### config.mk
export PLATFORM = sky130hd
export DESIGN_NAME = analog_comparator_control
export DESIGN_NICKNAME = d
export VERILOG_FILES = /design/src/verilog/analog_comparator_pkg.sv /design/src/verilog/sync_two_flop.sv /design/src/verilog/analog_comparator_control.sv
export VERILOG_INCLUDE_DIRS = /design/src /design/src/verilog
export SDC_FILE = /design/constraint.sdc
export NUM_CORES = 1
export LEC_CHECK = 0
export ABC_AREA = 1
export BUFFER_PORTS_ARGS = -buffer_cell sky130_fd_sc_hd__buf_4
export CAP_MARGIN = 20
export CELL_PAD_IN_SITES_DETAIL_PLACEMENT = 2
export CELL_PAD_IN_SITES_GLOBAL_PLACEMENT = 2
export CORE_UTILIZATION = 21
export CTS_CLUSTER_DIAMETER = 80
export DETAILED_ROUTE_END_ITERATION = 7
export GPL_TIMING_DRIVEN = 0
export MAX_ROUTING_LAYER = met4
export PLACE_DENSITY = 0.91
export SYNTH_ARGS = -nofsm -noshare
export SYNTH_HDL_FRONTEND = slang
export SYNTH_SLANG_ARGS = --single-unit
### constraint.sdc
create_clock -name clk_sys_in -period 3.85 [get_ports clk_sys_in]
set_clock_uncertainty 0.15 [all_clocks]
set_input_delay 0.77 -clock clk_sys_in [delete_from_list [all_inputs] [get_ports clk_sys_in]]
set_output_delay 0.77 -clock clk_sys_in [all_outputs]
set_load 0.01 [all_outputs]
### src/verilog/analog_comparator_control_params.svh
// Register indices, field positions, reset values and widths for the comparator control block
`ifndef ANALOG_COMPARATOR_CONTROL_PARAMS_SVH
`define ANALOG_COMPARATOR_CONTROL_PARAMS_SVH

// ----------------------------------------------------------------
// Register indices (byte address is four times the index)
// ----------------------------------------------------------------
`define ACC_IDX_CMP_CTRL 8'h30
`define ACC_IDX_CONV_B 8'h7B
`define ACC_IDX_DIG_DIS 8'h40
`define ACC_IDX_IRQ_STATUS 8'h41
`define ACC_IDX_IRQ_MASK 8'h42

// ----------------------------------------------------------------
// Comparator control/status fields
// ----------------------------------------------------------------
`define ACC_BIT_POWER_OFF 7
`define ACC_BIT_BANDGAP 6
`define ACC_BIT_RESULT 5
`define ACC_BIT_FLAG 4
`define ACC_BIT_IRQ_EN 3
`define ACC_BIT_CAPTURE 2
`define ACC_BIT_MODE_HI 1
`define ACC_BIT_MODE_LO 0

// ----------------------------------------------------------------
// Converter control/status B and input disable fields
// ----------------------------------------------------------------
`define ACC_BIT_MUX_EN 6
`define ACC_BIT_TRIG_HI 2
`define ACC_BIT_TRIG_LO 0
`define ACC_BIT_NEG_DIS 1
`define ACC_BIT_POS_DIS 0

// ----------------------------------------------------------------
// Interrupt status/mask fields
// ----------------------------------------------------------------
`define ACC_BIT_IRQ_EVENT 0
`define ACC_BIT_IRQ_CHANGE 1

// ----------------------------------------------------------------
// Reset values and sizes
// ----------------------------------------------------------------
`define ACC_RST_BYTE 8'h00
`define ACC_RST_PAIR 2'h0
`define ACC_RST_TRIG 3'h0
`define ACC_CHANNELS 8
`define ACC_LEVEL_W 10
`define ACC_BANDGAP_LEVEL 10'h168
`define ACC_ADDR_W 10
`define ACC_SYNC_W 3

`endif

### src/verilog/analog_comparator_pkg.sv
// Types shared by the comparator control block
package analog_comparator_pkg;

  // ----------------------------------------------------------------
  // Event mode encodings
  // ----------------------------------------------------------------
  typedef enum logic [1:0] {
    MODE_TOGGLE = 2'b00,
    MODE_RESERVED = 2'b01,
    MODE_FALL = 2'b10,
    MODE_RISE = 2'b11
  } event_mode_t;

  // ----------------------------------------------------------------
  // Full register state of the control block
  // ----------------------------------------------------------------
  typedef struct packed {
    logic power_off;
    logic bandgap_sel;
    logic flag;
    logic irq_en;
    logic capture_route;
    event_mode_t event_mode;
    logic mux_en;
    logic [2:0] trig_sel;
    logic neg_buf_dis;
    logic pos_buf_dis;
    logic result_prev;
    logic capture;
    logic irq_req;
    logic [1:0] irq_status;
    logic [1:0] irq_mask;
    logic irq_line;
    logic [1:0] port_pins;
    logic ack;
    logic [7:0] rdata;
  } ctrl_state_t;

endpackage

### src/verilog/sync_two_flop.sv
// Two-flop synchroniser for a group of independent single-bit levels
`timescale 1ns/1ps
module sync_two_flop #(
  parameter int WIDTH = 1
) (
  input wire logic clk_sys_in,
  input wire logic reset_in,
  input wire logic [WIDTH-1:0] async_in,
  output logic [WIDTH-1:0] sync_out
);

  // ----------------------------------------------------------------
  // State
  // ----------------------------------------------------------------
  typedef struct packed {
    logic [WIDTH-1:0] stage1;
    logic [WIDTH-1:0] stage2;
  } sync_state_t;

  sync_state_t state_q;
  sync_state_t state_d;

  initial begin
    if (WIDTH < 1) begin
      $error("sync_two_flop: WIDTH must be at least 1");
    end
  end

  // First stage feeds the second only; metastability settles there
  always_comb begin
    state_d = state_q;
    state_d.stage1 = async_in;
    state_d.stage2 = state_q.stage1;
  end

  always_ff @(posedge clk_sys_in) begin
    if (reset_in) begin
      state_q <= '0;
    end else begin
      state_q <= state_d;
    end
  end

  assign sync_out = state_q.stage2;

endmodule // sync_two_flop

### src/verilog/analog_comparator_control.sv
// Comparator input selection, result synchronisation, event detection and registers
`timescale 1ns/1ps
`include "analog_comparator_control_params.svh"

// Summary of operation
// Comparator result is high while selected positive level exceeds selected negative level.
// Result passes a two-flop synchroniser before being readable, one to two cycles.
// Mode field bits 1:0: toggle, reserved, falling, rising edge of result.
// Event flag bit 4 sets when a result transition matches the mode.
// Flag clears on vector taken or on write of one; zero leaves it.
// Interrupt request only while flag, enable bit 3 and global enable are set.
// Bit 7 one switches comparator power off; zero switches it on again.
// Software clears interrupt enable before changing power or mode bits.
// Bit 6 selects bandgap reference for positive input, else positive pin.
// Bit 2 routes result to timer capture front end, else no connection.
// Software also enables the timer capture interrupt for capture interrupts.
// Mux enable with converter off lets channel select pick channel 0 to 7.
// Mux enable off or converter on applies the negative pin instead.
// Mux enable is bit 6 of register B; bits 7,5,4,3 read zero.
// Software keeps converter power reduction off to use the multiplexer.
// Input disable bits turn off pin buffers; port bits then read zero.
// Reserved mode never sets the flag; edges compare consecutive result samples.
module analog_comparator_control #(
  parameter int LEVEL_W = `ACC_LEVEL_W,
  parameter int CHANNELS = `ACC_CHANNELS,
  parameter int ADDR_W = `ACC_ADDR_W,
  parameter logic [LEVEL_W-1:0] BANDGAP_LEVEL = `ACC_BANDGAP_LEVEL
) (
  input wire logic clk_sys_in,
  input wire logic reset_in,
  // Wishbone classic slave
  input wire logic wb_cyc_in,
  input wire logic wb_stb_in,
  input wire logic wb_we_in,
  input wire logic [ADDR_W-1:0] wb_adr_in,
  input wire logic [3:0] wb_sel_in,
  input wire logic [31:0] wb_dat_in,
  output logic [31:0] wb_dat_out,
  output logic wb_ack_out,
  // Analog levels, digitised model of the pin voltages
  input wire logic [LEVEL_W-1:0] positive_input_pin_in,
  input wire logic [LEVEL_W-1:0] negative_input_pin_in,
  input wire logic [CHANNELS*LEVEL_W-1:0] analog_channel_pins_in,
  // Digital pin levels for the port input path
  input wire logic positive_pin_digital_in,
  input wire logic negative_pin_digital_in,
  // Converter and processor context, same clock
  input wire logic converter_enable_in,
  input wire logic [2:0] channel_select_in,
  input wire logic global_irq_enable_in,
  input wire logic vector_taken_in,
  // Results
  output logic comparator_result_out,
  output logic capture_trigger_out,
  output logic compare_irq_request_out,
  output logic irq_out,
  output logic comparator_power_off_out,
  output logic [2:0] trigger_select_out,
  output logic positive_pin_buffer_disable_out,
  output logic negative_pin_buffer_disable_out,
  output logic [1:0] port_pins_out
);

  // ----------------------------------------------------------------
  // Parameter checks
  // ----------------------------------------------------------------
  initial begin
    if (ADDR_W < 10) begin
      $error("analog_comparator_control: ADDR_W must be at least 10");
    end
    if (CHANNELS != 8) begin
      $error("analog_comparator_control: channel select serves exactly 8 channels");
    end
    if (LEVEL_W < 1) begin
      $error("analog_comparator_control: LEVEL_W must be at least 1");
    end
    if (`ACC_SYNC_W != 3) begin
      $error("analog_comparator_control: synchroniser carries result and two pin levels");
    end
  end

  // ----------------------------------------------------------------
  // Helpers
  // ----------------------------------------------------------------
  function automatic logic [LEVEL_W-1:0] channel_level(input logic [CHANNELS*LEVEL_W-1:0] pins,
                                                     input logic [2:0] sel);
    channel_level = pins[sel*LEVEL_W +: LEVEL_W];
  endfunction

  // Hardware set wins over any clear in the same cycle
  function automatic logic sticky_next(input logic cur, input logic set, input logic clr);
    sticky_next = set | (cur & ~clr);
  endfunction

  // Write strobe aimed at one register index
  function automatic logic write_hits(input logic w, input logic [7:0] i, input logic [7:0] t);
    write_hits = w && (i == t);
  endfunction

  // ----------------------------------------------------------------
  // Analog input selection and comparison
  // ----------------------------------------------------------------
  logic [LEVEL_W-1:0] pos_level;
  logic [LEVEL_W-1:0] neg_level;
  logic raw_result;
  logic [`ACC_SYNC_W-1:0] sync_in;
  logic [`ACC_SYNC_W-1:0] sync_q;
  logic result_sync;

  analog_comparator_pkg::ctrl_state_t state_q;
  analog_comparator_pkg::ctrl_state_t state_d;

  always_comb begin
    // Positive source select
    pos_level = state_q.bandgap_sel ? BANDGAP_LEVEL : positive_input_pin_in;
    // Negative source select
    if (state_q.mux_en && !converter_enable_in) begin
      neg_level = channel_level(analog_channel_pins_in, channel_select_in);
    end else begin
      neg_level = negative_input_pin_in;
    end
    // Compare, held low while powered off
    raw_result = !state_q.power_off && (pos_level > neg_level);
  end

  assign sync_in = {negative_pin_digital_in, positive_pin_digital_in, raw_result};

  // Pin levels share the synchroniser; each bit settles on its own
  // Synchronise result and pin levels
  sync_two_flop #(
    .WIDTH(`ACC_SYNC_W)
  ) u_sync (
    .clk_sys_in(clk_sys_in),
    .reset_in(reset_in),
    .async_in(sync_in),
    .sync_out(sync_q)
  );

  assign result_sync = sync_q[0];

  // ----------------------------------------------------------------
  // Next state
  // ----------------------------------------------------------------
  logic req;
  logic wr;
  logic [7:0] idx;
  logic [7:0] wbyte;
  logic rise;
  logic fall;
  logic hit;
  logic flag_clr;
  logic [1:0] irq_set;
  logic [1:0] irq_clr;
  logic [7:0] rd;

  always_comb begin
    state_d = state_q;
    // ----------------------------------------------------------------
    // Bus decode
    // ----------------------------------------------------------------
    req = wb_cyc_in && wb_stb_in && !state_q.ack;
    wr = req && wb_we_in && wb_sel_in[0];
    idx = wb_adr_in[9:2];
    wbyte = wb_dat_in[7:0];

    // ----------------------------------------------------------------
    // Event detection
    // ----------------------------------------------------------------
    // Edges from consecutive synchronised samples
    rise = result_sync && !state_q.result_prev;
    fall = !result_sync && state_q.result_prev;
    // Mode decode, reserved never fires
    case (state_q.event_mode)
      analog_comparator_pkg::MODE_TOGGLE: hit = rise | fall;
      analog_comparator_pkg::MODE_FALL: hit = fall;
      analog_comparator_pkg::MODE_RISE: hit = rise;
      default: hit = 1'b0;
    endcase
    state_d.result_prev = result_sync;

    // ----------------------------------------------------------------
    // Flags and interrupt status
    // ----------------------------------------------------------------
    // Flag clear by vector or by written one
    flag_clr = vector_taken_in || (write_hits(wr, idx, `ACC_IDX_CMP_CTRL) && wbyte[`ACC_BIT_FLAG]);
    // Flag set on matching event
    state_d.flag = sticky_next(state_q.flag, hit, flag_clr);

    irq_set = 2'b00;
    irq_set[`ACC_BIT_IRQ_EVENT] = hit;
    // Change bit fires in every mode, reserved too, for polling software
    irq_set[`ACC_BIT_IRQ_CHANGE] = rise | fall;
    irq_clr = write_hits(wr, idx, `ACC_IDX_IRQ_STATUS) ? wbyte[1:0] : 2'b00;
    state_d.irq_status[0] = sticky_next(state_q.irq_status[0], irq_set[0], irq_clr[0]);
    state_d.irq_status[1] = sticky_next(state_q.irq_status[1], irq_set[1], irq_clr[1]);

    // ----------------------------------------------------------------
    // Register writes
    // ----------------------------------------------------------------
    // A write with byte lane 0 off is acked but changes nothing
    if (wr) begin
      case (idx)
        `ACC_IDX_CMP_CTRL: begin
          // Power control
          state_d.power_off = wbyte[`ACC_BIT_POWER_OFF];
          state_d.bandgap_sel = wbyte[`ACC_BIT_BANDGAP];
          state_d.irq_en = wbyte[`ACC_BIT_IRQ_EN];
          state_d.capture_route = wbyte[`ACC_BIT_CAPTURE];
          state_d.event_mode = analog_comparator_pkg::event_mode_t'(wbyte[`ACC_BIT_MODE_HI:`ACC_BIT_MODE_LO]);
        end
        `ACC_IDX_CONV_B: begin
          // Only mux enable and trigger select are stored
          state_d.mux_en = wbyte[`ACC_BIT_MUX_EN];
          state_d.trig_sel = wbyte[`ACC_BIT_TRIG_HI:`ACC_BIT_TRIG_LO];
        end
        `ACC_IDX_DIG_DIS: begin
          state_d.neg_buf_dis = wbyte[`ACC_BIT_NEG_DIS];
          state_d.pos_buf_dis = wbyte[`ACC_BIT_POS_DIS];
        end
        `ACC_IDX_IRQ_MASK: begin
          state_d.irq_mask = wbyte[1:0];
        end
        default: begin
        end
      endcase
    end

    // ----------------------------------------------------------------
    // Register reads
    // ----------------------------------------------------------------
    // Register reads, unmapped indices read zero
    rd = `ACC_RST_BYTE;
    case (idx)
      `ACC_IDX_CMP_CTRL: begin
        rd[`ACC_BIT_POWER_OFF] = state_q.power_off;
        rd[`ACC_BIT_BANDGAP] = state_q.bandgap_sel;
        rd[`ACC_BIT_RESULT] = result_sync;
        rd[`ACC_BIT_FLAG] = state_q.flag;
        rd[`ACC_BIT_IRQ_EN] = state_q.irq_en;
        rd[`ACC_BIT_CAPTURE] = state_q.capture_route;
        rd[`ACC_BIT_MODE_HI:`ACC_BIT_MODE_LO] = state_q.event_mode;
      end
      `ACC_IDX_CONV_B: begin
        // Unused bits read zero
        rd[`ACC_BIT_MUX_EN] = state_q.mux_en;
        rd[`ACC_BIT_TRIG_HI:`ACC_BIT_TRIG_LO] = state_q.trig_sel;
      end
      `ACC_IDX_DIG_DIS: begin
        rd[`ACC_BIT_NEG_DIS] = state_q.neg_buf_dis;
        rd[`ACC_BIT_POS_DIS] = state_q.pos_buf_dis;
      end
      `ACC_IDX_IRQ_STATUS: rd[1:0] = state_q.irq_status;
      `ACC_IDX_IRQ_MASK: rd[1:0] = state_q.irq_mask;
      default: rd = `ACC_RST_BYTE;
    endcase

    // ----------------------------------------------------------------
    // Bus answer
    // ----------------------------------------------------------------
    // Read data registered at the request edge, valid with ack
    // Ack one cycle after the request, dropped the cycle after
    state_d.ack = req;
    if (req) begin
      state_d.rdata = rd;
    end

    // ----------------------------------------------------------------
    // Output-side state
    // ----------------------------------------------------------------
    // Capture route gate
    state_d.capture = state_q.capture_route && result_sync;
    // Next flag used, so a vector clear leaves no stale request cycle
    // Comparator interrupt request
    state_d.irq_req = state_d.flag && state_d.irq_en && global_irq_enable_in;
    state_d.irq_line = |(state_d.irq_status & state_d.irq_mask);
    // Next disable value, so port bits drop with the write itself
    // Disabled pin buffers read zero
    state_d.port_pins = {sync_q[2] & ~state_d.neg_buf_dis, sync_q[1] & ~state_d.pos_buf_dis};
  end

  // ----------------------------------------------------------------
  // State register
  // ----------------------------------------------------------------
  always_ff @(posedge clk_sys_in) begin
    if (reset_in) begin
      state_q <= '0;
    end else begin
      state_q <= state_d;
    end
  end

  // ----------------------------------------------------------------
  // Outputs
  // ----------------------------------------------------------------
  assign wb_ack_out = state_q.ack;
  assign wb_dat_out = {24'h000000, state_q.rdata};
  assign comparator_result_out = result_sync;
  assign capture_trigger_out = state_q.capture;
  assign compare_irq_request_out = state_q.irq_req;
  assign irq_out = state_q.irq_line;
  assign comparator_power_off_out = state_q.power_off;
  assign trigger_select_out = state_q.trig_sel;
  assign positive_pin_buffer_disable_out = state_q.pos_buf_dis;
  assign negative_pin_buffer_disable_out = state_q.neg_buf_dis;
  assign port_pins_out = state_q.port_pins;

endmodule // analog_comparator_control

Word level (Yosys, flattened, before mapping)
Cells that the tools add are included.
- output and inout bits: 45
- bits in latches: 0
- register bits after elaboration: 38
- memories: 0
- memory bits (read-only): 0
- bits in writable memories: 0
- input bits: 159
- logic and storage cells: 85
- divide/modulo/power cells: 0
- eq/ne operators: 7
- shift-type cells: 1
- multiply operators: 1
- mux-type cells: 15
- add/subtract/negate cells: 0
- reductions and logical operators: 24
- bitwise operators: 15
- $lt $le $gt $ge: 1
- operators with widths (kind ; count):
    $shiftx A80 B8 Y10 ; 1
    $eq A8 B7 Y1 const B ; 4
    $mux W10 ; 3
    $logic_and A1 B1 Y1 ; 14
    $gt A10 B10 Y1 ; 1
    $pmux W2 S5 ; 1
    $eq A8 B6 Y1 const B ; 1
    $mux W2 ; 4
    $mux W4 ; 2
    $mul A3 B3 Y6 const B ; 1
    $and A1 B1 Y1 ; 5
    $logic_not A1 Y1 ; 5
    $not A1 Y1 ; 5
    $eq A2 B2 Y1 const B ; 2
    $or A1 B1 Y1 ; 4
    $pmux W1 S2 ; 2
    $reduce_and A2 Y1 ; 2
    $mux W3 ; 1
    $pmux W1 S3 ; 1
    $and A2 B2 Y2 ; 1
    $logic_not A2 Y1 ; 1
    $reduce_or A2 Y1 ; 1
    $logic_or A1 B1 Y1 ; 1
    $mux W1 ; 1

Depth between registers and ports, before layout
Gate-level depths: netlist of the first run.
- depth in word-level cells: 12
- mapped depth: 15
- mapped depth without buffers: 14

Cells and area by module
A second synthesis of the first run with hierarchy kept.
- cell total of the unflattened synthesis: 509
- area total of the unflattened synthesis: 3170.5 µm²
- by module, submodules not included (module ; seq. area each (µm²) ; area each (µm²) ; times used ; cells an instance):
    analog_comparator_control ; 640.6 ; 3005.4 ; 1 ; 491
    sync_two_flop ; 120.1 ; 165.2 ; 1 ; 18

Least setup slack after synthesis of the first run
Ideal clock, no wire load.
- kind: input to register
- from: in channel_select_in[0]
- to: reg u_sync.state_q (netlist bit u_sync.state_d[0])
- buffers on the path: 2
- setup time: 0.057 ns
- stages: 15
- slack: 1.396 ns
- data required time: 3.643 ns
- data arrival time: 2.247 ns
- cell sequence: buf_2 -> buf_2 -> a21oi_1 -> o21ai_0 -> nand3_1 -> nand3_1 -> nand2_1 -> inv_1 -> ha_1 -> nand2_1 -> nor2_1 -> o211ai_1 -> nand3_1 -> nand3_1 -> inv_1
- cells in the longest elaborated chain, start to end: 5
- RTL lines (item ; RTL line ; text):
    from (decl) ; analog_comparator_control.sv:49 ; input wire logic [2:0] channel_select_in,
    $mul A3 B3 Y6 ; analog_comparator_control.sv:87 ; channel_level = pins[sel*LEVEL_W +: LEVEL_W];
    $shiftx A80 B8 Y10 ; analog_comparator_control.sv:87 ;
    $mux W10 ; analog_comparator_control.sv:117 ; if (state_q.mux_en && !converter_enable_in) begin
    $gt A10 B10 Y1 ; analog_comparator_control.sv:123 ; raw_result = !state_q.power_off && (pos_level > neg_level);
    $logic_and A1 B1 Y1 ; analog_comparator_control.sv:123 ;
    to (signal assigned) ; sync_two_flop.sv:40 ; state_q <= state_d;
    to (decl) ; sync_two_flop.sv:20 ; sync_state_t state_q;
No other way between the ends.
A chain may end at the register's enable or synchronous reset.

Worst setup path in the final report of the first run
Same ends and word-level chain as after synthesis.

==> results of run 1 <==
## per-layer routing
metal	GRT usage	up-vias	wire, um
met5	-	-	0
met4	0.07143	0	484
met3	0.02747	34	639
met2	0.3536	111	7187
met1	0.2108	1889	5824
li1	-	1916	-
## state kept, by name (all words and copies together), names as in the netlist
name,count
u_sync.sync_out,3
port_pins_out,2
comparator_power_off_out,1
capture_trigger_out,1
positive_pin_buffer_disable_out,1
u_sync.state_d,3
irq_out,1
wb_ack_out,1
compare_irq_request_out,1
negative_pin_buffer_disable_out,1
trigger_select_out,3
state_q,12
wb_dat_out,8
## worst max-delay path, stage by stage
cell and delay (ns):
sky130_fd_sc_hd__buf_2 0.15, sky130_fd_sc_hd__clkbuf_1 0.37, sky130_fd_sc_hd__o21ai_0 0.20, sky130_fd_sc_hd__nand3_1 0.11, sky130_fd_sc_hd__nand3_1 0.12, sky130_fd_sc_hd__nand2_1 0.10, sky130_fd_sc_hd__inv_1 0.04, sky130_fd_sc_hd__ha_1 0.30
sky130_fd_sc_hd__nand2_1 0.11, sky130_fd_sc_hd__o21ai_0 0.24, sky130_fd_sc_hd__nand2_1 0.08, sky130_fd_sc_hd__nand3_1 0.08, sky130_fd_sc_hd__nand3_1 0.07, sky130_fd_sc_hd__inv_1 0.08
## cell families after synthesis
logic type               Yosys count  share of synthesized area
buffers and inverters            149                     0.2308
AND/OR/NAND/NOR                  207                     0.2924
adder cells (fa/ha/maj)           12                    0.04800
AO/OA/AOI/OAI                    103                     0.1844
other                              1                   0.001199
flip-flops                        38                     0.2432
## power by group through the flow
stage	sequential (mW)	clock [mW]	combinational (mW)
6_report	0.413	0.384	0.331
5_1_grt	0.415	0.414	0.367
4_1_cts	0.414	0.396	0.333
3_5_place_dp	0.422	0	0.329
2_1_floorplan	0.419	0	0.165
3_3_place_gp	0.421	0	0.311
## through the flow
stage | instance area, um2 | total power [mW] | setup slack [ns] | utilization | hold slack [ns]
final | 4676 | 1.129 | 1.114 | 0.3217 | 0.2612
after global routing | 4676 | 1.197 | 0.8751 | 0.3217 | 0.2762
after global placement | 4541 | 0.7325 | 1.015 | 0.3124 | 0.2413
after CTS | 4676 | 1.142 | 1.163 | 0.3217 | 0.2680
after detailed placement | 4541 | 0.7509 | 0.8759 | 0.3124 | 0.2593
after floorplan | 3214 | 0.5842 | 1.396 | - | 0.2383
## layout make-up
cell class              instances  area (um2)
flip-flops and latches         38       760.7
clock buffers                   5       125.1
plain buffers                  60       387.9
fillers                      1803        9858
inverters                      89       334.1
well taps                     184       230.2
repair buffers                146        1096
clock inverters                 2       10.01
multi-input cells             346        1732
## worst min path at each step
stage                 startpoint                 end  depth (start not counted)  slack, ns
2_1_floorplan  u_sync.state_d[0]  u_sync.sync_out[0]                          2       0.24
3_3_place_gp   u_sync.state_d[1]  u_sync.sync_out[1]                          2       0.24
3_5_place_dp   u_sync.state_d[1]  u_sync.sync_out[1]                          2       0.26
4_1_cts        u_sync.state_d[1]  u_sync.sync_out[1]                          2       0.27
5_1_grt        u_sync.state_d[1]  u_sync.sync_out[1]                          2       0.28
6_report       u_sync.state_d[1]  u_sync.sync_out[1]                          2       0.26
## placed cells by master (no fill, tap or decap), types with 3 or more instances in the layout
cell type,synthesis,routed
sky130_fd_sc_hd__buf_4,38,184
sky130_fd_sc_hd__nand2_1,87,87
sky130_fd_sc_hd__inv_1,84,84
sky130_fd_sc_hd__nand3_1,51,51
sky130_fd_sc_hd__nor2_1,48,48
sky130_fd_sc_hd__a21oi_1,41,41
sky130_fd_sc_hd__o21ai_0,38,38
sky130_fd_sc_hd__dfxtp_1,38,38
sky130_fd_sc_hd__conb_1,1,24
sky130_fd_sc_hd__o211ai_1,21,21
sky130_fd_sc_hd__ha_1,12,12
sky130_fd_sc_hd__buf_2,10,10
sky130_fd_sc_hd__clkbuf_1,9,9
sky130_fd_sc_hd__clkbuf_16,0,5
sky130_fd_sc_hd__or2_2,4,4
sky130_fd_sc_hd__nand3_2,4,4
sky130_fd_sc_hd__inv_2,3,3
sky130_fd_sc_hd__nor2_2,3,3
sky130_fd_sc_hd__nor3_1,3,3
sky130_fd_sc_hd__nand4_1,3,3
==> impl_metrics.json, run 1 <==
{
  "arrival_ns": 2.81,
  "dieWidth_um": 124.0,
  "vdd_drop_max_mv": 0.2264,
  "grt_pass1_wl_um": 22430,
  "wl_per_cell_um": 16.25,
  "first_global_vias": 4525,
  "post_synth.cell_area_avg_um2": 6.133,
  "netlist-cell-type-count": 28,
  "pin_count": 204,
  "async_flop_share": 0,
  "postRouteWirelength_um": 14130,
  "seq_power_share": 0.366,
  "critical_path.endpoint": "u_sync.state_d[0]",
  "p_clk_frac": 0.340,
  "drt_drc_violations_left": 0,
  "ys_top_cells_by_count": "sky130_fd_sc_hd__nand2_1 (87), sky130_fd_sc_hd__inv_1 (84), sky130_fd_sc_hd__nand3_1 (51), sky130_fd_sc_hd__nor2_1 (48), sky130_fd_sc_hd__a21oi_1 (41)",
  "switching_power_mw": 0.3208,
  "synth.top_cell.area_share": 0.2432,
  "io_buf_count": 146,
  "grt_overflow_total": 0,
  "hold_viol": 0,
  "cp-startpoint": "channel_select_in[0]",
  "ys_ff_latch": 38,
  "cts.hold.buffers_added": 0,
  "place_hpwl_um": 11880,
  "timing.critical_path.fanout_max": 10,
  "post-cts-setup-buffer-count": 0,
  "timing.final.max_slew_violations": 0,
  "setup.worst_path.start_class": "input port",
  "synth.most_common_cell": "sky130_fd_sc_hd__nand2_1",
  "criticalPathCategory": "input port to flop",
  "clock_tree.root_cell": "sky130_fd_sc_hd__clkbuf_16",
  "num_vias": 3950,
  "drt.antenna.violating_nets": 0,
  "clk_latency_ns": 0.28,
  "tritoncts": "done",
  "clk_transition_reported_paths_ns": 0.05,
  "rows": 44,
  "timing.rr.end": "u_sync.state_d[0]",
  "post_synth_instance_area_mm2": 0.003128,
  "finalWorstPathRequiredPeriod_ns": 2.736,
  "cts_made_buffers": 5,
  "fin_crit_sh": 0.7108,
  "core-area_mm2": 0.01453,
  "worst_margin_pin_slew_ns": 0.5261,
  "antenna_cells": 0,
  "design.final.nets": 857,
  "final_layout_size_suffix_gt1_frac": 0.3207,
  "max_freq_mhz": 365.4,
  "netSwitchingFraction": 0.2842,
  "status": "finished clean",
  "yosysSeqAreaShare": 0.2432,
  "number_of_detailed_routing_iterations_run_before_antenna_repair": 5,
  "worst_reg_to_reg_cells": 13,
  "drv.max_cap_violation_count": 0,
  "grt_start_max_net_pins": 12,
  "via_per_inst": 4.540,
  "clock_sinks": 38,
  "pwr-share-comb": 0.294,
  "cts_buffer_depth": 2,
  "grt_setup_unrepaired": "no",
  "p_leak_nw": 2.481,
  "cts_max_level": 2,
  "internal_power_mw": 0.8080,
  "relSlewSlack": 0.6492,
  "detail_route.iter0.violations": 86,
  "synth_cells": 510,
  "initial_utilization": 0.2152,
  "grt_use_total": 0.1934,
  "min_path_type": "flop to flop",
  "timing.reg2reg.setup_slack_ns": 1.42,
  "dominantRegCellSynth": "sky130_fd_sc_hd__dfxtp_1",
  "timing.critical_path.to_type": "flop",
  "placed_cells": 863,
  "number_of_antenna_violations_at_the_first_check_in_global_routing": 0,
  "setup_violations": 0,
  "cell_types_occupying_the_most_area_after_synthesis": "sky130_fd_sc_hd__dfxtp_1 (24%), sky130_fd_sc_hd__nand2_1 (10%), sky130_fd_sc_hd__inv_1 (10%), sky130_fd_sc_hd__buf_4 (9.1%), sky130_fd_sc_hd__nand3_1 (8.2%)",
  "power_density_mw_per_mm2": 241.4,
  "cp_data_required_time_ns": 3.92,
  "design.die.area_mm2": 0.01539,
  "synthesis.yosys.warnings": 0,
  "layout-area-overhead-vs-synth_pct": 49.48,
  "cell_type_with_the_largest_total_area_after_synthesis": "sky130_fd_sc_hd__dfxtp_1",
  "synth_edf_count": 0,
  "routabilityCongestion": 0.8589,
  "finalSetupTns_ns": 0,
  "dieHeight_um": 124.0,
  "ctsResizeCount": 0,
  "worst_r2r_startpoint": "state_q[24]",
  "final_cells": 870
}
No activity file was read; power rests on OpenSTA's default activity.
==> run 2, diff against run 1 <==
--- a/config.mk
+++ b/config.mk
@@ -11,12 +11,12 @@
 export CAP_MARGIN = 20
 export CELL_PAD_IN_SITES_DETAIL_PLACEMENT = 2
 export CELL_PAD_IN_SITES_GLOBAL_PLACEMENT = 2
-export CORE_UTILIZATION = 21
+export CORE_UTILIZATION = 18
 export CTS_CLUSTER_DIAMETER = 80
 export DETAILED_ROUTE_END_ITERATION = 7
 export GPL_TIMING_DRIVEN = 0
 export MAX_ROUTING_LAYER = met4
-export PLACE_DENSITY = 0.91
+export PLACE_DENSITY = 0.83
 export SYNTH_ARGS = -nofsm -noshare
 export SYNTH_HDL_FRONTEND = slang
 export SYNTH_SLANG_ARGS = --single-unit
==> constraint.sdc (replaced) <==
create_clock -name clk_sys_in -period 2.2 [get_ports clk_sys_in]
set_clock_uncertainty 0.15 [all_clocks]
set_input_delay 0.44 -clock clk_sys_in [delete_from_list [all_inputs] [get_ports clk_sys_in]]
set_output_delay 0.44 -clock clk_sys_in [all_outputs]
set_load 0.01 [all_outputs]
==> impl_metrics.json, run 2 (synthesis gave the netlist of run 1 again) <==
{
  "post-route-util": 0.2910,
  "power_total_mw": 2.159,
  "p_leak_nw": 2.531,
  "largest_register": "state_q",
  "cp_data_required_time_ns": 2.28,
  "design.final.nets": 857,
  "max_freq_mhz": 488.7,
  "cts_made_buffers": 5,
  "setup_violations": 0,
  "arrival_ns": 2.12,
  "drv.max_cap_violation_count": 0,
  "path_delay_family": "simple AND/OR/NAND/NOR gates",
  "clk_latency_ns": 0.28,
  "mostFrequentLayoutCell": "sky130_fd_sc_hd__buf_4",
  "status": "finished clean",
  "maxUsedRoutingLayer": "met4",
  "final_layout_size_suffix_gt1_frac": 0.3557,
  "min_path_type": "input port to flop",
  "clock_tree.root_cell": "sky130_fd_sc_hd__clkbuf_16",
  "timing.final.max_slew_violations": 0,
  "detail_route.wirelength.met1_um": 5830,
  "routabilityCongestion": 0.8185,
  "setup.worst_path.start_class": "input port",
  "antenna_cells": 0,
  "timing.critical_path.to_type": "flop",
  "largest_reg_flops": 12,
  "wl_met3_um": 455,
  "hold_viol": 0,
  "power_density_mw_per_mm2": 442.8,
  "detail_route.iter0.violations": 109,
  "worst_path_most_repeated_cell": "sky130_fd_sc_hd__nand3_1",
  "worst_margin_pin_slew_ns": 0.5605,
  "final_layout_fill_cell_count": 2023,
  "vdd_drop_max_mv": 0.3026,
  "tritoncts": "done",
  "via_per_inst": 4.238,
  "timing.critical_path.cells": "clkbuf_4 > buf_6 > a21oi_1 > o21ai_0 > nand3_1 > nand3_1 > nand2_1 > inv_1 > ha_1 > nand2_2 > nor2_1 > o211ai_1 > nand3_1 > nand3_1 > inv_1",
  "dieHeight_um": 133.8,
  "relSlewSlack": 0.6263,
  "cts.hold.buffers_added": 0,
  "timing.critical_path.buf_inv": 4,
  "design.die.area_mm2": 0.01791,
  "clock_sinks": 38,
  "pin_count": 204,
  "hold_slack_ns": 0.2140,
  "timing.critical_path.fanout_max": 10,
  "drt_drc_violations_left": 0,
  "layout-area-overhead-vs-synth_pct": 55.92,
  "num_vias": 3840,
  "number_of_detailed_routing_iterations_run_before_antenna_repair": 5,
  "finalWorstPathRequiredPeriod_ns": 2.046,
  "grt_overflow_total": 0,
  "grt_pass1_wl_um": 21170,
  "clk_transition_reported_paths_ns": 0.06,
  "grt_use_total": 0.1560,
  "io_buf_count": 146,
  "placed_area_mm2": 0.004586,
  "criticalPathCategory": "input port to flop",
  "core-area_mm2": 0.01676,
  "route.met2.wl_um": 7043,
  "number_of_antenna_violations_at_the_first_check_in_global_routing": 0,
  "most-common-layout-cells": "sky130_fd_sc_hd__buf_4 (189), sky130_fd_sc_hd__nand2_1 (85), sky130_fd_sc_hd__inv_1 (84)",
  "critical_path.slowest_cell": "sky130_fd_sc_hd__ha_1",
  "postRouteWirelength_um": 13740,
  "fin_crit_sh": 0.9301,
  "first_global_vias": 4146,
  "dieWidth_um": 133.8,
  "initial_utilization": 0.1866,
  "final_cell_area_mm2": 0.004877,
  "rows": 47,
  "grt_start_max_net_pins": 12,
  "cts_max_level": 2,
  "place_hpwl_um": 11430,
  "timing.critical_path.slowest_cell_delay_ns": 0.27,
  "cts_buffer_depth": 2,
  "drt.antenna.violating_nets": 0,
  "wl_per_cell_um": 15.16
}
run 2: cell count changes in the layout (fill, tap and decap cells not counted), sizes merged:
cell,before,now
clkinv,4,0
buf,197,198
bufinv,0,1
clkinvlp,0,1
inv,87,88
run 2: cell type report:
type                    count  area (um2)  share of cell area
plain buffers              60       434.2             0.08902
clock buffers               6       138.9             0.02848
clock inverters             1       30.03            0.006157
inverters                  89       337.8             0.06927
multi-input cells         346        1804              0.3699
flip-flops and latches     38       760.7              0.1560
well taps                 220       275.3             0.05644
repair buffers            146        1096              0.2247
run 2: final timing paths:
kind / endpoint / depth (start not counted) / slack [ns] / start
hold reg to reg: u_sync.sync_out[2] / 2 / 0.26 / u_sync.state_d[2]
setup / recovery: u_sync.state_d[0] / 15 / 0.15 / channel_select_in[0]
setup reg to reg: u_sync.state_d[0] / 13 / 0.21 / state_q[24]
hold / removal: u_sync.state_d[2] / 3 / 0.21 / negative_pin_digital_in
run 2: worst reg2reg max path, cell delays in order, from the launching register on:
cell,delay [ns]
sky130_fd_sc_hd__dfxtp_1,0.31
sky130_fd_sc_hd__inv_1,0.06
sky130_fd_sc_hd__nor2_1,0.15
sky130_fd_sc_hd__buf_4,0.22
sky130_fd_sc_hd__nand3_1,0.10
sky130_fd_sc_hd__nand2_1,0.08
sky130_fd_sc_hd__inv_1,0.04
sky130_fd_sc_hd__ha_1,0.28
sky130_fd_sc_hd__nand2_1,0.08
sky130_fd_sc_hd__nor2_2,0.14
sky130_fd_sc_hd__o211ai_1,0.10
sky130_fd_sc_hd__nand3_1,0.09
sky130_fd_sc_hd__nand3_1,0.07
sky130_fd_sc_hd__inv_1,0.07
run 2: where the power goes:
| part | internal [mW] | switching [mW] | leakage, nW | total (mW) |
|---|---|---|---|---|
| clock network | 0.559 | 0.276 | 0.0829 | 0.835 |
| logic | 0.313 | 0.290 | 2.14 | 0.602 |
| registers | 0.711 | 0.0112 | 0.309 | 0.722 |
| total | 1.58 | 0.577 | 2.53 | 2.16 |
run 2: per-layer routing:
layer  vias to the layer above  GRT usage
li1                       1918          -
met1                      1812     0.1804
met2                        86     0.2786
met3                        24    0.01890
met4                         0    0.04924
met5                         -          -
run 2: what timing repair did:
item                                    in CTS  in global routing
buffers inserted                             0                  0
endpoints found under the setup margin       1                  1
pin swaps                                    0                  4
resized for setup                            3                 56
run 2: through the flow:
stage | std cells | setup slack (ns) | TNS [ns]
global placement | 899 | -0.4616 | -0.4616
finish | 906 | 0.1539 | 0
floorplan | 533 | 0.07584 | 0
CTS | 906 | 0.003999 | 0
global route | 906 | -0.03363 | -0.03363
detailed placement | 899 | -0.4566 | -0.4566
==> run 3, diff against run 2 <==
--- a/config.mk
+++ b/config.mk
@@ -11,12 +11,12 @@
 export CAP_MARGIN = 20
 export CELL_PAD_IN_SITES_DETAIL_PLACEMENT = 2
 export CELL_PAD_IN_SITES_GLOBAL_PLACEMENT = 2
-export CORE_UTILIZATION = 18
+export CORE_UTILIZATION = 20
 export CTS_CLUSTER_DIAMETER = 80
 export DETAILED_ROUTE_END_ITERATION = 7
 export GPL_TIMING_DRIVEN = 0
 export MAX_ROUTING_LAYER = met4
-export PLACE_DENSITY = 0.83
+export PLACE_DENSITY = 0.87
 export SYNTH_ARGS = -nofsm -noshare
 export SYNTH_HDL_FRONTEND = slang
 export SYNTH_SLANG_ARGS = --single-unit
==> constraint.sdc (replaced) <==
create_clock -name clk_sys_in -period 2.3 [get_ports clk_sys_in]
set_clock_uncertainty 0.15 [all_clocks]
set_input_delay 0.46 -clock clk_sys_in [delete_from_list [all_inputs] [get_ports clk_sys_in]]
set_output_delay 0.46 -clock clk_sys_in [all_outputs]
set_load 0.01 [all_outputs]
==> impl_metrics.json, run 3 (synthesis gave the netlist of run 1 again) <==
{
  "status": "finished clean",
  "tritoncts": "done",
  "most-common-layout-cells": "sky130_fd_sc_hd__buf_4 (187), sky130_fd_sc_hd__nand2_1 (85), sky130_fd_sc_hd__inv_1 (84)",
  "first_global_vias": 4111,
  "place_hpwl_um": 11240,
  "clock_sinks": 38,
  "p_leak_nw": 2.504,
  "design.die.area_mm2": 0.01614,
  "largest_register": "state_q",
  "power_density_mw_per_mm2": 397.5,
  "cts_max_level": 2,
  "grt_use_total": 0.1772,
  "drt_drc_violations_left": 0,
  "criticalPathCategory": "input port to flop",
  "pin_count": 204,
  "pwr-share-comb": 0.299,
  "drv.max_cap_violation_count": 0,
  "num_vias": 3849,
  "switching_power_mw": 0.5404,
  "cts_made_buffers": 5,
  "initial_utilization": 0.2050,
  "final_layout_fill_cell_count": 1899,
  "setup.worst_path.start_class": "input port",
  "arrival_ns": 2.20,
  "netSwitchingFraction": 0.2836,
  "cp-startpoint": "channel_select_in[0]",
  "max_freq_mhz": 469.8,
  "dieHeight_um": 127.1,
  "antenna_cells": 0,
  "mostFrequentLayoutCell": "sky130_fd_sc_hd__buf_4",
  "placed_area_mm2": 0.004574,
  "worst_path_most_repeated_cell": "sky130_fd_sc_hd__nand3_1",
  "timing.critical_path.fanout_max": 10,
  "rows": 45,
  "vdd_drop_max_mv": 0.3508,
  "wl_per_cell_um": 15.51,
  "final_cell_area_mm2": 0.004793,
  "internal_power_mw": 1.365,
  "p_clk_frac": 0.338,
  "worst_margin_pin_slew_ns": 0.5409,
  "post-cts-setup-buffer-count": 0,
  "multi_input_logic_area_mm2": 0.001784,
  "postRouteWirelength_um": 13910,
  "largest_reg_flops": 12,
  "io_buf_count": 146,
  "clk_latency_ns": 0.27,
  "final_layout_size_suffix_gt1_frac": 0.3411,
  "dieWidth_um": 127.1,
  "clk_transition_reported_paths_ns": 0.06,
  "drt.antenna.violating_nets": 0,
  "number_of_detailed_routing_iterations_run_before_antenna_repair": 4,
  "finalWorstPathRequiredPeriod_ns": 2.129,
  "seq_power_share": 0.363,
  "timing.reg2reg.setup_slack_ns": 0.22,
  "setup_violations": 0,
  "timing.critical_path.cells": "buf_2 > buf_2 > o21ai_0 > nand3_1 > nand3_1 > nand2_1 > inv_1 > ha_1 > nand2_1 > nor2_2 > o211ai_1 > nand3_1 > nand3_1 > inv_1",
  "grt_overflow_total": 0,
  "timing.critical_path.to_type": "flop",
  "clock_tree.root_cell": "sky130_fd_sc_hd__clkbuf_16",
  "layout-area-overhead-vs-synth_pct": 53.24,
  "relSlewSlack": 0.6394,
  "timing.final.max_slew_violations": 0,
  "critical_path.endpoint": "u_sync.state_d[0]",
  "min_path_type": "input port to flop",
  "grt_pass1_wl_um": 21780,
  "routabilityCongestion": 0.8226,
  "worst_r2r_startpoint": "state_q[24]",
  "detail_route.iter0.violations": 129,
  "via_per_inst": 4.291,
  "worst_reg_to_reg_cells": 12,
  "layout.area.seq_um2": 760.7,
  "grt_start_max_net_pins": 12,
  "hold_viol": 0,
  "design.final.nets": 857,
  "cts_buffer_depth": 2,
  "critical_path.slowest_cell": "sky130_fd_sc_hd__ha_1",
  "hold_path_startpoint": "negative_pin_digital_in",
  "cp_data_required_time_ns": 2.37,
  "number_of_antenna_violations_at_the_first_check_in_global_routing": 0,
  "core-area_mm2": 0.01526,
  "finalSetupTns_ns": 0,
  "timing.rr.end": "u_sync.state_d[0]",
  "post-route-util": 0.3141,
  "fin_crit_sh": 0.9255,
  "timing.critical_path.slowest_cell_delay_ns": 0.29
}
==> run 3: cell count changes in the layout (fill, tap and decap cells not counted), sizes merged <==
cell | before | now
buf | 198 | 197
bufinv | 1 | 0
clkinv | 0 | 4
clkinvlp | 1 | 0
inv | 88 | 87
==> run 3: per-stage QoR <==
| stage | hold WS (ns) | total power, mW | setup slack, ns | cells |
|---|---|---|---|---|
| after global placement | 0.2407 | 1.231 | -0.2395 | 890 |
| after global routing | 0.2407 | 2.012 | -0.01608 | 897 |
| final | 0.2399 | 1.905 | 0.1713 | 897 |
| after detailed placement | 0.2572 | 1.250 | -0.2666 | 890 |
| after CTS | 0.2353 | 1.903 | 0.03967 | 897 |
| after floorplan | 0.2383 | 0.9778 | 0.1558 | 533 |
==> run 3: routing by layer <==
layer	track usage	vias to the layer above	wire length, um
met1	0.2057	1842	5987
met3	0.02094	10	398
met4	0.03081	0	158
met2	0.3293	83	7370
met5	-	-	0
li1	-	1914	-
==> run 3: power groups by stage <==
stage | sequential (mW) | combinational (mW) | clock [mW]
floorplan | 0.702 | 0.276 | 0
global placement | 0.705 | 0.526 | 0
detailed placement | 0.706 | 0.544 | 0
CTS | 0.692 | 0.549 | 0.661
global route | 0.694 | 0.631 | 0.687
finish | 0.692 | 0.569 | 0.644
==> run 3: critical path: cells and delay by family <==
kind	cells	cell delay (ns)
adders and majority gates	1	0.29
and+or+nand+nor	7	0.68
buffers and inverters	4	0.56
AOI/OAI and AO/OA	2	0.21
==> run 3: final cells by class <==
type                    count  area share
well taps                 211     0.05508
multi-input cells         346      0.3722
clock inverters             2    0.002088
clock buffers               5     0.02610
inverters                  89     0.06969
repair buffers            146      0.2287
plain buffers              60     0.08744
flip-flops and latches     38      0.1587
==> run 3: worst min path at each step <==
stage | endpoint | slack (ns) | cells after the start
4_1_cts | u_sync.state_d[2] | 0.24 | 3
3_5_place_dp | u_sync.sync_out[2] | 0.26 | 2
2_1_floorplan | u_sync.sync_out[0] | 0.24 | 2
3_3_place_gp | u_sync.sync_out[1] | 0.24 | 2
5_1_grt | u_sync.state_d[2] | 0.24 | 3
6_report | u_sync.state_d[2] | 0.24 | 3
==> run 3: what timing repair did <==
action                     in CTS  in global routing
gates resized for setup         1                 34
hold buffers                    0                  0
setup endpoints to repair       1                  1
pin swaps                       0                  2
